File: config.mk
export PLATFORM = sky130hd
export DESIGN_NAME = pmsp_panel
export DESIGN_NICKNAME = d
export VERILOG_FILES = /design/src/core/pmsp_pkg.sv /design/src/core/pmsp_flash_if.sv /design/src/core/pmsp_flash_div.sv /design/src/core/pmsp_panel.sv /design/src/core/pmsp_sync.sv
export SDC_FILE = /design/constraint.sdc
export NUM_CORES = 1
export LEC_CHECK = 0
export BUFFER_PORTS_ARGS = -buffer_cell sky130_fd_sc_hd__buf_2
export CORE_MARGIN = 4
export CORE_UTILIZATION = 50
export CTS_CLUSTER_DIAMETER = 60
export DETAILED_ROUTE_END_ITERATION = 8
export PLACE_DENSITY = 0.74
export SLEW_MARGIN = 20
export SYNTH_ARGS = -nofsm -noshare
export SYNTH_HDL_FRONTEND = slang
export SYNTH_HIERARCHICAL = 1
export SYNTH_SLANG_ARGS = --single-unit
File: constraint.sdc
create_clock -name core_clk -period 2.65 [get_ports core_clk]
set_input_delay 0.1325 -clock core_clk [delete_from_list [all_inputs] [get_ports core_clk]]
set_output_delay 0.1325 -clock core_clk [all_outputs]
set_load 0.05 [all_outputs]
File: src/core/pmsp_pkg.sv
// constants and types for the cpu mode and status panel
// assumes a single 250 MHz core clock
package pmsp_pkg;
   localparam int CLK_MHZ = 250;
   localparam int SLOW_FLASH_MS = 500;
   localparam int FAST_FLASH_MS = 125;
   localparam int SLOW_HALF_CYC = SLOW_FLASH_MS * 1000 * CLK_MHZ;
   localparam int FAST_HALF_CYC = FAST_FLASH_MS * 1000 * CLK_MHZ;
   localparam int DIV_W = 27;
   localparam logic [7:0] STARTUP_BLOCK_NUM = 8'h14;
   localparam logic [7:0] IMAGE_LAST_BYTE = 8'h7F;
   localparam logic [1:0] MOM_MID = 2'h0;
   localparam logic [1:0] MOM_UP = 2'h1;
   localparam logic [1:0] MOM_DOWN = 2'h2;
   typedef enum logic [2:0] {
      PMSP_INIT = 3'h0,
      PMSP_STOP = 3'h1,
      PMSP_CHECK = 3'h3,
      PMSP_RUN = 3'h2,
      PMSP_CLEAR = 3'h6
   } pmsp_state_t;
   typedef enum logic [1:0] {
      STOP_EXT = 2'h0,
      STOP_SELF = 2'h1,
      STOP_ORES = 2'h3
   } pmsp_stop_t;
endpackage : pmsp_pkg

File: src/core/pmsp_flash_if.sv
// carries flash phases from the divider to the panel core
// assumes one clock domain
interface pmsp_flash_if;
   logic slowPhase;
   logic fastPhase;
   modport src (output slowPhase, output fastPhase);
   modport dst (input slowPhase, input fastPhase);
endinterface : pmsp_flash_if

File: src/core/pmsp_flash_div.sv
// two fixed dividers making the slow and rapid flash phases
// assumes core_clk at the package rate
module pmsp_flash_div import pmsp_pkg::*; (
   input wire logic core_clk,
   input wire logic rst,
   pmsp_flash_if.src fl
);
   logic [DIV_W-1:0] slowCnt_reg;
   logic [DIV_W-1:0] fastCnt_reg;
   logic slow_reg;
   logic fast_reg;
   always_ff @(posedge core_clk or posedge rst) begin
      if (rst) begin
         slowCnt_reg <= '0;
         slow_reg <= 1'b0;
      end else if (slowCnt_reg == DIV_W'(SLOW_HALF_CYC - 1)) begin
         slowCnt_reg <= '0;
         slow_reg <= ~slow_reg;
      end else begin
         slowCnt_reg <= slowCnt_reg + 1'b1;
      end
   end
   always_ff @(posedge core_clk or posedge rst) begin
      if (rst) begin
         fastCnt_reg <= '0;
         fast_reg <= 1'b0;
      end else if (fastCnt_reg == DIV_W'(FAST_HALF_CYC - 1)) begin
         fastCnt_reg <= '0;
         fast_reg <= ~fast_reg;
      end else begin
         fastCnt_reg <= fastCnt_reg + 1'b1;
      end
   end
   assign fl.slowPhase = slow_reg;
   assign fl.fastPhase = fast_reg;
endmodule : pmsp_flash_div

File: src/core/pmsp_panel.sv
// mode switch sequencing and status indicators of the controller cpu
// assumes panel switches and fault events come from outside the clock domain
// Notes on behaviour
// - run switch runs program, run lamp lit
// - run to stop enters stop, red lamp
// - switch down: overall reset clears all ram
// - switch up: clear data, call startup block
// - midpoint: resume, keep data
// - run: run lamp on, stop off
// - external stop: stop steady, run dark
// - initial start and check: both dark
// - self stop flashes slowly until switch stop
// - overall reset pending: rapid flash
// - ack timeout lamp for listed modules or addresses in the image range
// - address error lamp on empty address
// - cycle overrun lamp on monitor expiry
// - inhibit lamp, outputs forced safe
// - port lamp lit when cannot communicate
// - second port lamp: bad submodule, params
module pmsp_panel import pmsp_pkg::*; (
   input wire logic core_clk,
   input wire logic rst,
   input wire logic modeRunPin,
   input wire logic [1:0] momentarySwitchPin,
   input wire logic extStopReq,
   input wire logic selfStopReq,
   input wire logic selfOresReq,
   input wire logic initDone,
   input wire logic checkDone,
   input wire logic ramClearDone,
   input wire logic ioAccess,
   input wire logic ioAck,
   input wire logic [7:0] ioByteAddr,
   input wire logic ioInPresentList,
   input wire logic ioModulePresent,
   input wire logic cycleOverrun,
   input wire logic port1Fault,
   input wire logic port2Fault,
   input wire logic port2Used,
   input wire logic port2BadSubmodule,
   input wire logic port2BadParams,
   input wire logic [7:0] digitalOutReq,
   output logic runIndicator,
   output logic stopIndicator,
   output logic ioAckTimeoutIndicator,
   output logic addressErrorIndicator,
   output logic cycleOverrunIndicator,
   output logic outputInhibit,
   output logic programmerPortOneIndicator,
   output logic secondSerialPortIndicator,
   output logic programExecute,
   output logic ramClearStart,
   output logic dataClear,
   output logic restartStartupCall,
   output logic [7:0] restartStartupBlock,
   output logic resumeProgram,
   output logic [7:0] digitalOut
);
   logic modeRun;
   logic [1:0] mom;
   logic [2:0] evSync;
   logic [4:0] portSync;
   logic modeRunPrev_reg;
   pmsp_state_t state_reg;
   pmsp_stop_t stopCause_reg;
   logic oresPending_reg;
   logic [7:0] out_reg;
   logic ackLamp_reg;
   logic addrLamp_reg;
   logic cycLamp_reg;
   logic p1Lamp_reg;
   logic p2Lamp_reg;
   logic runLamp_reg;
   logic stopLamp_reg;
   logic ramClr_reg;
   logic dataClr_reg;
   logic startupCall_reg;
   logic resume_reg;
   logic faultClear;
   logic stopToRun;
   logic runToStop;
   pmsp_flash_if flash();

   pmsp_flash_div uDiv (
      .core_clk(core_clk),
      .rst(rst),
      .fl(flash)
   );
   pmsp_sync #(.W(3)) uSwSync (
      .core_clk(core_clk),
      .rst(rst),
      .din({modeRunPin, momentarySwitchPin}),
      .dout({modeRun, mom})
   );
   pmsp_sync #(.W(3)) uEvSync (
      .core_clk(core_clk),
      .rst(rst),
      .din({extStopReq, selfStopReq, selfOresReq}),
      .dout(evSync)
   );
   pmsp_sync #(.W(5)) uPortSync (
      .core_clk(core_clk),
      .rst(rst),
      .din({port1Fault, port2Fault, port2Used, port2BadSubmodule, port2BadParams}),
      .dout(portSync)
   );

   always_ff @(posedge core_clk or posedge rst) begin
      if (rst) begin
         modeRunPrev_reg <= 1'b0;
      end else begin
         modeRunPrev_reg <= modeRun;
      end
   end
   assign stopToRun = modeRun & ~modeRunPrev_reg;
   assign runToStop = ~modeRun & modeRunPrev_reg;

   // main operating state
   always_ff @(posedge core_clk or posedge rst) begin
      if (rst) begin
         state_reg <= PMSP_INIT;
      end else begin
         unique case (state_reg)
            PMSP_INIT: begin
               if (initDone) begin
                  state_reg <= PMSP_STOP;
               end
            end
            PMSP_STOP: begin
               // switch held during stop to run
               if (stopToRun && oresPending_reg) begin
                  state_reg <= (mom == MOM_DOWN) ? PMSP_CLEAR : PMSP_STOP;
               end else if (stopToRun && mom == MOM_DOWN) begin
                  state_reg <= PMSP_CLEAR;
               end else if (stopToRun) begin
                  state_reg <= PMSP_CHECK;
               end
            end
            PMSP_CLEAR: begin
               // overall reset completes back to stop
               if (ramClearDone) begin
                  state_reg <= PMSP_STOP;
               end
            end
            PMSP_CHECK: begin
               if (checkDone) begin
                  state_reg <= PMSP_RUN;
               end
            end
            PMSP_RUN: begin
               if (runToStop || evSync[2] || evSync[1] || evSync[0]) begin
                  state_reg <= PMSP_STOP;
               end
            end
            default: state_reg <= PMSP_INIT;
         endcase
      end
   end

   // cause of the most recent stop
   always_ff @(posedge core_clk or posedge rst) begin
      if (rst) begin
         stopCause_reg <= STOP_EXT;
      end else if (state_reg == PMSP_RUN && (evSync[1] || evSync[0])
                   && !runToStop && !evSync[2]) begin
         stopCause_reg <= STOP_SELF;
      end else if (state_reg == PMSP_RUN && (runToStop || evSync[2])) begin
         stopCause_reg <= STOP_EXT;
      end else if (state_reg == PMSP_STOP && runToStop) begin
         // switch to stop makes it steady
         stopCause_reg <= STOP_EXT;
      end
   end

   // overall reset request: set wins over clear
   always_ff @(posedge core_clk or posedge rst) begin
      if (rst) begin
         oresPending_reg <= 1'b1;
      end else if (evSync[0] || (state_reg == PMSP_STOP && mom == MOM_DOWN && !modeRun)) begin
         oresPending_reg <= 1'b1;
      end else if (state_reg == PMSP_CLEAR && ramClearDone) begin
         oresPending_reg <= 1'b0;
      end
   end

   // a start command is taken only at the stop to run edge; while an
   // overall reset is pending every position but down is refused
   function automatic logic startCmd(input pmsp_state_t st, input logic edgeSeen,
                                     input logic pend, input logic [1:0] pos,
                                     input logic [1:0] want);
      startCmd = st == PMSP_STOP && edgeSeen && pos == want
                 && (!pend || want == MOM_DOWN);
   endfunction : startCmd

   always_ff @(posedge core_clk or posedge rst) begin
      if (rst) begin
         ramClr_reg <= 1'b0;
      end else begin
         ramClr_reg <= startCmd(state_reg, stopToRun, oresPending_reg, mom, MOM_DOWN);
      end
   end

   // clear data and call startup block in the same cycle
   always_ff @(posedge core_clk or posedge rst) begin
      if (rst) begin
         dataClr_reg <= 1'b0;
         startupCall_reg <= 1'b0;
      end else begin
         dataClr_reg <= startCmd(state_reg, stopToRun, oresPending_reg, mom, MOM_UP);
         startupCall_reg <= startCmd(state_reg, stopToRun, oresPending_reg, mom, MOM_UP);
      end
   end

   always_ff @(posedge core_clk or posedge rst) begin
      if (rst) begin
         resume_reg <= 1'b0;
      end else begin
         resume_reg <= startCmd(state_reg, stopToRun, oresPending_reg, mom, MOM_MID);
      end
   end

   // run and stop lamps
   always_ff @(posedge core_clk or posedge rst) begin
      if (rst) begin
         runLamp_reg <= 1'b0;
         stopLamp_reg <= 1'b0;
      end else begin
         unique case (state_reg)
            PMSP_RUN: begin
               runLamp_reg <= 1'b1;
               stopLamp_reg <= 1'b0;
            end
            PMSP_STOP, PMSP_CLEAR: begin
               runLamp_reg <= 1'b0;
               if (oresPending_reg) begin
                  stopLamp_reg <= flash.fastPhase;
               end else if (stopCause_reg == STOP_SELF) begin
                  stopLamp_reg <= flash.slowPhase;
               end else begin
                  stopLamp_reg <= 1'b1;
               end
            end
            default: begin
               runLamp_reg <= 1'b0;
               stopLamp_reg <= 1'b0;
            end
         endcase
      end
   end

   // ack timeout, address and overrun lamps stay lit until the next data clear or overall reset,
   // so a fault of one cycle is not lost to the operator; set wins
   assign faultClear = dataClr_reg | ramClr_reg;

   always_ff @(posedge core_clk or posedge rst) begin
      if (rst) begin
         ackLamp_reg <= 1'b0;
      end else if (ioAccess && !ioAck && (ioInPresentList || ioByteAddr <= IMAGE_LAST_BYTE)) begin
         ackLamp_reg <= 1'b1;
      end else if (faultClear) begin
         ackLamp_reg <= 1'b0;
      end
   end

   always_ff @(posedge core_clk or posedge rst) begin
      if (rst) begin
         addrLamp_reg <= 1'b0;
      end else if (ioAccess && !ioModulePresent) begin
         addrLamp_reg <= 1'b1;
      end else if (faultClear) begin
         addrLamp_reg <= 1'b0;
      end
   end

   always_ff @(posedge core_clk or posedge rst) begin
      if (rst) begin
         cycLamp_reg <= 1'b0;
      end else if (cycleOverrun) begin
         cycLamp_reg <= 1'b1;
      end else if (faultClear) begin
         cycLamp_reg <= 1'b0;
      end
   end

   // serial port lamps
   always_ff @(posedge core_clk or posedge rst) begin
      if (rst) begin
         p1Lamp_reg <= 1'b0;
         p2Lamp_reg <= 1'b0;
      end else begin
         p1Lamp_reg <= portSync[4];
         p2Lamp_reg <= portSync[2] & (portSync[3] | portSync[1] | portSync[0]);
      end
   end

   always_ff @(posedge core_clk or posedge rst) begin
      if (rst) begin
         out_reg <= '0;
      end else if (state_reg != PMSP_RUN) begin
         out_reg <= '0;
      end else begin
         out_reg <= digitalOutReq;
      end
   end

   assign runIndicator = runLamp_reg;
   assign stopIndicator = stopLamp_reg;
   assign ioAckTimeoutIndicator = ackLamp_reg;
   assign addressErrorIndicator = addrLamp_reg;
   assign cycleOverrunIndicator = cycLamp_reg;
   assign outputInhibit = state_reg != PMSP_RUN;
   assign programmerPortOneIndicator = p1Lamp_reg;
   assign secondSerialPortIndicator = p2Lamp_reg;
   assign programExecute = state_reg == PMSP_RUN;
   assign ramClearStart = ramClr_reg;
   assign dataClear = dataClr_reg;
   assign restartStartupCall = startupCall_reg;
   assign restartStartupBlock = STARTUP_BLOCK_NUM;
   assign resumeProgram = resume_reg;
   assign digitalOut = out_reg;
endmodule : pmsp_panel

File: src/core/pmsp_sync.sv
// three-stage synchroniser with second/third agreement
// assumes asynchronous panel pins
module pmsp_sync #(parameter int W = 1) (
   input wire logic core_clk,
   input wire logic rst,
   input wire logic [W-1:0] din,
   output logic [W-1:0] dout
);
   logic [W-1:0] s1_reg;
   logic [W-1:0] s2_reg;
   logic [W-1:0] s3_reg;
   logic [W-1:0] q_reg;
   always_ff @(posedge core_clk or posedge rst) begin
      if (rst) begin
         s1_reg <= '0;
         s2_reg <= '0;
         s3_reg <= '0;
         q_reg <= '0;
      end else begin
         s1_reg <= din;
         s2_reg <= s1_reg;
         s3_reg <= s2_reg;
         for (int i = 0; i < W; i++) begin
            if (s2_reg[i] == s3_reg[i]) begin
               q_reg[i] <= s3_reg[i];
            end
         end
      end
   end
   assign dout = q_reg;
endmodule : pmsp_sync

Yosys cells after proc, flatten, opt, wreduce, memory -nomap -nowiden
Index checks and enable logic that the tools add are counted.
- add/sub/neg operators: 2
- multiply operators: 0
- div/mod/pow operators: 0
- magnitude comparators: 1
- equal/unequal tests: 26
- shifts and indexed selects: 0
- mux-type cells: 25
- bitwise logic cells: 10
- reductions and logical operators: 40
- operators by type and width (operator ; number):
    27-bit by 1-bit adder with 27-bit output, second input constant ; 2
    27-bit 2-to-1 mux ; 2
    27-bit by 25-bit == test with 1-bit output, second input constant ; 1
    27-bit == test, second input constant ; 1
    3-bit 2-to-1 mux ; 8
    1-bit logical AND ; 19
    3-bit one-hot mux with 5 select lines ; 1
    1-bit == test ; 11
    1-bit 2-to-1 mux ; 10
    8-bit by 7-bit less-or-equal comparator with 1-bit output, second input constant ; 1
    8-bit 2-to-1 mux ; 1
    2-bit nonzero test ; 4
    3-bit by 2-bit == test with 1-bit output, second input constant ; 2
    1-bit logical NOT ; 6
    1-bit logical OR ; 6
    2-bit 2-to-1 mux ; 3
    2-bit != test, second input constant ; 3
    5-bit AND reduction ; 1
    2-bit by 1-bit == test with 1-bit output, second input constant ; 2
    4-bit != test, second input constant ; 1
    1-bit NOT ; 4
    1-bit AND ; 3
    3-bit by 1-bit == test with 1-bit output, second input constant ; 1
    3-bit == test, second input constant ; 1
    other kinds (8) ; 10
- bits in registers: 125
- latch bits: 0
- bits in writable memories: 0
- bits in read-only memories: 0
- input bits: 37
- word-level logic and storage cells: 143
- memories kept: 0

Logic depth before layout (Yosys ltp)
Gate-level depths: netlist of the first run.
- word-level depth: 7
- mapped depth: 7
- mapped depth without buffers: 6

By module
Netlist of the first run, hierarchy kept.
- by module, submodules not included (module ; times used ; cells each ; area an instance (sq um) ; seq. area each (sq um)):
    pmsp_flash_div ; 1 ; 256 ; 2617.5 ; 1401.3
    pmsp_panel ; 1 ; 97 ; 1063.5 ; 601.8
    pmsp_sync (uEvSync ...) ; 2 ; 16 ; 337.8 ; 300.3
    pmsp_sync (uPortSync) ; 1 ; 26 ; 560.5 ; 500.5

Least setup slack after synthesis of the first run
No wires, ideal clock.
- path kind: reg-to-reg
- start: register uDiv.slowCnt_reg[9]
- end: register uDiv.slowCnt_reg[12]
- arrival: 2016 ps
- path slack: 516 ps
- cell stages (with the launch flop): 8
- buffers on the path: 2
- clock period less this slack: 2134 ps
- path through: dfrtp_1 > or4b_1 > or4_1 > nor4_2 > and2b_1 > buf_4 > buf_6 > nor2_1
- word-level cells in the longest chain between the ends: 2
- elaborated cells between the ends (all ways): 3
- ends and longest elaborated chain (item ; RTL line ; RTL):
    start, declared ; pmsp_flash_div.sv:8 ; logic [DIV_W-1:0] slowCnt_reg;
    start signal, assigned ; pmsp_flash_div.sv:20 ; slowCnt_reg <= slowCnt_reg + 1'b1;
    27-bit by 1-bit adder with 27-bit output or 27-bit == test (tied branches) ; pmsp_flash_div.sv:20, pmsp_flash_div.sv:16 ;
    27-bit 2-to-1 mux (*) ; pmsp_flash_div.sv:16 ; end else if (slowCnt_reg == DIV_W'(SLOW_HALF_CYC - 1)) begin
Every way passes the cells marked *; elsewhere a longest branch is shown, timed or not.
A chain may end at the register's enable or synchronous reset.

Worst setup path in the final report of the first run
- start: register uDiv.slowCnt_reg[6]
- end: register uDiv.slowCnt_reg[8]
The elaborated chain is that of the path after synthesis.

==> results of run 1 <==
==> placed cells by master, fill, tap and decap left out, types with 8 or more instances in the layout <==
master,n
xnor2_1,16
nand2_1,21
conb_1,8
o21ai_0,8
dlygate4sd3_1,26
nor2_1,45
inv_1,12
clkbuf_16,16
nand4_1,18
nand3_1,28
and2_1,10
buf_2,50
dfrtp_1,123
maj3_2,11
xor2_1,29
==> power groups by stage <==
stage	Combinational, mW	Clock [mW]	Sequential (mW)
2_1_floorplan	0.271	0	2.20
3_3_place_gp	0.467	0	2.10
3_5_place_dp	0.480	0	2.10
4_1_cts	0.517	2.16	2.07
5_1_grt	0.556	2.26	2.09
6_report	0.513	2.11	2.07
==> cell type report <==
cell class | instances | area, µm²
clock buffers | 17 | 414
clock inverters | 15 | 139
fillers | 691 | 3330
inverters | 13 | 48.8
multi-input cells | 263 | 1670
flip-flops and latches | 124 | 3100
well taps | 129 | 161
repair buffers | 81 | 548
==> path summary, 6_finish.rpt <==
kind / to / slack [ns] / depth (start not counted)
max in group asynchronous: modeRunPrev_reg / 1.69 / 3
hold / removal: state_reg[0] / 0.09 / 4
min in group asynchronous: uDiv/slowCnt_reg[24] / 0.19 / 3
hold reg to reg: uEvSync/s2_reg[1] / 0.34 / 0
setup reg to reg: uDiv/slowCnt_reg[8] / 0.25 / 6
setup / recovery: uDiv/slowCnt_reg[8] / 0.25 / 6
==> worst max-delay path, delay by kind of cell, from the launching register on <==
family,cells,cell delay (ns)
buffers and inverters,1,0.22
AND/OR/NAND/NOR,5,1.62
flip-flops,1,0.44
==> cell usage after synthesis, types with 3 or more instances <==
cell      number  area share
nand2_1       21       0.016
a21oi_1        3      0.0031
and3_1         4      0.0051
nor4b_1        3      0.0053
xor2_1        29       0.052
nor2b_1        5      0.0064
nand2b_1       5      0.0064
and2_1        10       0.013
xnor2_1       16       0.028
nor3_1         6      0.0061
buf_4         11       0.017
nand3_1       28       0.028
dfrtp_1      123        0.63
nor2_1        45       0.034
clkbuf_1       4      0.0031
nand4_1       18       0.023
nor4_1         6      0.0076
inv_1         13      0.0099
o21ai_0        8      0.0081
or4_1          3      0.0046
nand3b_1       4      0.0061
maj3_2        11       0.025
==> timing repair <==
item | in CTS | in global routing
buffers inserted | 0 | 0
hold endpoints to repair | 106 | 0
resized for setup | 0 | 0
hold buffers | 26 | 0
==> metal layers <==
metal,vias to the layer above,track usage
li1,1581,-
met1,1629,0.232
met2,93,0.272
met3,13,0.0536
met4,0,0.0621
met5,-,0
==> kinds of logic (layout without fill, tap and decap cells) <==
family | Yosys count | count (layout)
AOI/OAI and AO/OA | 25 | 25
muxes | 2 | 2
xor gates and xnor gates | 45 | 45
other | 2 | 8
adders and majority gates | 13 | 13
buffers and inverters | 30 | 126
and+or+nand+nor | 170 | 170
DFF | 124 | 124
==> metrics.md, run 1 <==
| Metric | Value |
|---|---|
| Status | finished, final reports clean |
| CP Cell Sequence | or4_1 > or4_1 > nor4_2 > and2b_1 > buf_4 > nor2_1 |
| CP required | 3.04 ns |
| Final net count | 539 |
| Num CTS Buffers | 17 |
| Synth warn | 6 |
| Min Tclk post-route | ~2.4 ns |
| Die X | around 110 µm |
| Synthesized cell area | just under 0.005 mm² |
| Post-Synth XOR/XNOR Area | 0.0802 |
| Hold WC Path Type | primary input to flop |
| Vias | around 3300 |
| Initial DRC count | 150 |
| Internal | ~3.4 mW |
| Post-Synthesis Cells | around 410 |
| Clock latency on the worst-skew pair | about 0.5 ns |
| Count of final hold-check violations | 0 |
| Reg-to-Reg Start | uDiv/slowCnt_reg[6] |
| Antenna cells | 0 |
| Placement Rows | 35 |
| Largest family of logic cells by synthesized area | simple AND/OR/NAND/NOR gates |
| Slowest-stage cell, CP | or4_1 |
| DP Area | 0.00527 mm² |
| Highest Signal Layer | met4 |
| GPL Wtd Cong | 0.802 |
| Vias in the first global route | 3318 |
| Layout Skew | between 0.006 and 0.007 ns |
| Sw frac | 0.271 |
| Setup Total Neg Slack | 0 ns |
| Pleak | 2.84 nW |
| Post-synthesis mux area share | 0.00407 |
| Combinational fraction of design power | 0.109 |
| Sequential share of the synthesized area | 0.631 |
| Fmax | ~420 MHz |
| Worst setup path start | uDiv/slowCnt_reg[6] |
| EDFF count, synth | 0 |
| Worst EP arrival | 2.79 ns |
| Max incr delay on CP | about 0.56 ns |
| Final cell count without fillers | between 600 and 700 |
| GR Util All Layers | 0.174 |
| Crit. End Element | flop |
| Synth cell types | between 40 and 50 |
| Worst rel slew slack | 0.410 |
| Routed Antenna Nets | 0 |
| Tightest Pin Transition | roughly 0.88 ns |
| Post-DP HPWL | between 6000 and 7000 µm |
| Setup repair after global routing missed its margin | false |
| First-pass GRT wire length | about 16000 µm |
| DRT Wirelength | around 9100 µm |
| Initial Util | 0.522 |
| Post-Route Utilization | 0.646 |
| Proportion of layout cells with a drive suffix above 1 | 0.201 |
| Htree depth | 4 |
| Placeable Area | 0.00942 mm² |
| Hold WS | approximately 0.091 ns |
| # IOs | 66 |
| Fin crit share | 0.908 |
| WS Path Type | flop to flop |
| Synth Register Bits | ~120 |
| Routed met3 length | 485 µm |
| Port bufs | 50 |
| Fin worst setup slack | ~0.25 ns |
| Die area | 0.0115 mm² |
| Pwr Total | around 4.7 mW |
| Syn_area_per_cell | 12.0 µm² |
| CTS sink count | 124 |
| Met1 wire length | just over 4000 µm |
| Initial antenna violation count | 0 |
| Dpl cells | 584 |
| Simple-gate portion of the synthesized area | 0.183 |
| Sequential share of power | 0.441 |
| Clk buf depth | 2 |
| Largest net degree at the start of global routing | 26 |
| CTS tree | yes |
| Pre-CTS setup slack | 0.264 ns |
| Mean routed wirelength per cell | about 14 µm |
| CP most frequent cell | or4_1 |
| Fin. max-slew vios | 0 |
| Compound-Gate Fraction of Synth Area | 0.0351 |
| Final instance area | a little over 0.006 mm² |
| GRT overflow | 0 |
| Post-synthesis adder-cell area fraction | 0.0303 |
| CP Launch Type | flop |
| Die Y-Extent | about 110 µm |
| Hold Crit Start | checkDone |
| Pwr/cell area | roughly 770 mW/mm² |
| Avg Vias per Cell | a little over 5 |
| WL met2 | approximately 4300 µm |
| Peak VDD IR | 492 µV |
| Clk network pwr share | 0.450 |
| Worst-path clk slew | 0.06 ns |
| DRC violations left | 0 |
| Ys flop type | dfrtp_1 |
| Layout area overhead | 23.7% |
| Root buf cell | clkbuf_8 |
| Worst-path fanout max | 12 |
| Async set-reset flop share out of synthesis | 1.00 |
| Drt pass-1 iters | 4 |
| Max-Cap Viols | 0 |
| Finish-stage setup viols | 0 |
| Sw Pwr | between 1 and 1.5 mW |
No activity file was read; power rests on OpenSTA's default activity.
==> run 2: changes to the inputs <==
--- a/config.mk
+++ b/config.mk
@@ -9,6 +9,6 @@
 export CORE_MARGIN = 4
-export CORE_UTILIZATION = 50
+export CORE_UTILIZATION = 30
 export CTS_CLUSTER_DIAMETER = 60
 export DETAILED_ROUTE_END_ITERATION = 8
-export PLACE_DENSITY = 0.74
+export PLACE_DENSITY = 0.5
 export SLEW_MARGIN = 20
==> constraint.sdc (replaced) <==
create_clock -name core_clk -period 2.65 [get_ports core_clk]
set_input_delay 0 -clock core_clk [delete_from_list [all_inputs] [get_ports core_clk]]
set_output_delay 0 -clock core_clk [all_outputs]
set_load 0.05 [all_outputs]
==> run 2 against run 1 <==
First-iteration DRC count grew 27%. Sequential power is essentially flat. Global-route usage shrank 6.1 points. Largest power group unchanged. Highest routed layer unchanged.
==> metrics.md, run 2 (synthesized netlist as in run 1, its figures left out) <==
| Metric | Value |
|---|---|
| CTS tree | yes |
| DP Area | ~0.0054 mm² |
| Sw frac | 0.259 |
| Layout Skew | 0.00847 ns |
| Fmax | between 400 and 500 MHz |
| Max-Cap Viols | 0 |
| Fin. max-slew vios | 0 |
| Status | finished, final reports clean |
| Mean routed wirelength per cell | 12.8 µm |
| GRT overflow | 0 |
| Die X | about 140 µm |
| Vias in the first global route | 3417 |
| Initial DRC count | 190 |
| Worst-path fanout max | 5 |
| Drt pass-1 iters | 4 |
| Hold WS | 0.0677 ns |
| Final cell count without fillers | about 730 |
| Multi-input gate area | approximately 0.0017 mm² |
| Largest net degree at the start of global routing | 29 |
| Num CTS Buffers | 17 |
| Clock latency on the worst-skew pair | 0.42 ns |
| Final instance area | ~0.0063 mm² |
| Worst Path Buf+Inv | 1 |
| Final net count | approximately 540 |
| Initial antenna violation count | 0 |
| Count of final hold-check violations | 0 |
| GR Util All Layers | 0.114 |
| Dpl cells | a little under 700 |
| Pwr Total | between 4 and 5 mW |
| Internal | 3.61 mW |
| Post-DP HPWL | between 6000 and 7000 µm |
| Most common cell after layout, fill and taps aside | dfrtp_1 |
| Worst EP arrival | 2.56 ns |
| Most frequent cells in the layout | 123 x dfrtp_1, 50 x buf_2, 45 x nor2_1, 29 x xor2_1, 28 x nand3_1 |
| Hold WC Path Type | primary input to flop |
| Pwr/cell area | 778 mW/mm² |
| WS Path Type | flop to flop |
| Slowest-stage cell, CP | or4b_1 |
| CP top delay family | simple AND/OR/NAND/NOR gates |
| Min Tclk post-route | ~2.2 ns |
| Die area | around 0.019 mm² |
| CP required | ~3.0 ns |
| DRT Wirelength | approximately 9400 µm |
| Htree depth | 4 |
| Worst rel slew slack | 0.394 |
| Setup Total Neg Slack | 0 ns |
| Worst-path clk slew | approximately 0.06 ns |
| CTS sink count | 124 |
| Routed Antenna Nets | 0 |
| First-pass GRT wire length | roughly 16000 µm |
| Antenna cells | 0 |
| Sequential share of power | 0.425 |
| Placement Rows | 46 |
| Proportion of layout cells with a drive suffix above 1 | 0.203 |
| Fin crit share | 0.836 |
| Combinational fraction of design power | 0.105 |
| Clk buf depth | 2 |
| DRC violations left | 0 |
| Die Y-Extent | between 100 and 150 µm |
| Initial Util | 0.307 |
| Placeable Area | between 0.015 and 0.02 mm² |
| Pleak | ~2.9 nW |
| Port bufs | 50 |
| Tightest Pin Transition | between 0.9 and 1 ns |
| # IOs | between 60 and 70 |
| Sw Pwr | 1.26 mW |
| Post_cts resized | 0 |
| GPL Wtd Cong | between 0.8 and 0.9 |
| Layout area overhead | 27.3% |
| Crit. End Element | flop |
| Peak VDD IR | slightly above 500 µV |
| Vias | approximately 3300 |
| Setup repair after global routing missed its margin | false |
| Clk network pwr share | 0.470 |
| Register Area | roughly 0.0031 mm² |
| CP Launch Type | flop |
| Max incr delay on CP | 0.53 ns |
| Filler cell count | 1584 |
| Finish-stage setup viols | 0 |
| Avg Vias per Cell | between 4 and 5 |
| CP Cell Sequence | or4b_1 > or4_1 > nor4_2 > and2b_1 > buf_4 > xor2_1 |
| Root buf cell | clkbuf_16 |
==> run 2: layout make-up <==
cell class	instances	area share
clock buffer	20	0.0730
sequential	124	0.496
tap	216	0.0432
timing repair buffer	84	0.0912
clock inverter	12	0.0224
multi-input combinational	263	0.266
inverter	13	0.00780
==> run 2: per-stage QoR <==
stage / setup WS, ns / utilization
2_1_floorplan: 0.516 / -
3_3_place_gp: 0.432 / 0.338
3_5_place_dp: 0.430 / 0.338
4_1_cts: 0.410 / 0.391
5_1_grt: 0.305 / 0.391
6_report: 0.435 / 0.391
==> run 2: worst reg2reg max path, cell delays in order (launching register included) <==
cell,delay (ns)
dfrtp_1,0.42
or4b_1,0.53
or4_1,0.53
nor4_2,0.19
and2b_1,0.20
buf_4,0.15
xor2_1,0.13
==> run 2: what timing repair did <==
action                                  4_1_cts  5_1_grt
hold buffers                                 26        0
endpoints found under the setup margin        0        0
setup buffers                                 0        0
hold endpoints to repair                    147        0
==> run 2: layer usage <==
layer,global-route usage,up-vias,wire (µm)
li1,-,1581,-
met1,0.144,1622,4470
met3,0.0470,9,414
met4,0.0437,0,109
met5,0,-,0
met2,0.174,60,4410
==> run 2: power by group through the flow <==
stage,registers (mW),clock network [mW],logic (mW)
3_3_place_gp,2.10,0,0.475
5_1_grt,2.09,2.46,0.554
4_1_cts,2.07,2.36,0.516
3_5_place_dp,2.10,0,0.481
6_report,2.07,2.29,0.510
2_1_floorplan,2.20,0,0.271
==> run 2: path summary, 6_finish.rpt <==
kind                                      from                  end  slack [ns]  cells after the start
hold / removal                       checkDone         state_reg[0]        0.07                      4
setup reg to reg           uDiv/slowCnt_reg[9]    uDiv/fl.slowPhase        0.44                      6
setup / recovery           uDiv/slowCnt_reg[9]    uDiv/fl.slowPhase        0.44                      6
max in group asynchronous                  rst  uPortSync/s1_reg[3]        1.85                      3
hold reg to reg            uPortSync/s1_reg[3]  uPortSync/s2_reg[3]        0.34                      0
min in group asynchronous                  rst  uDiv/slowCnt_reg[0]        0.10                      3
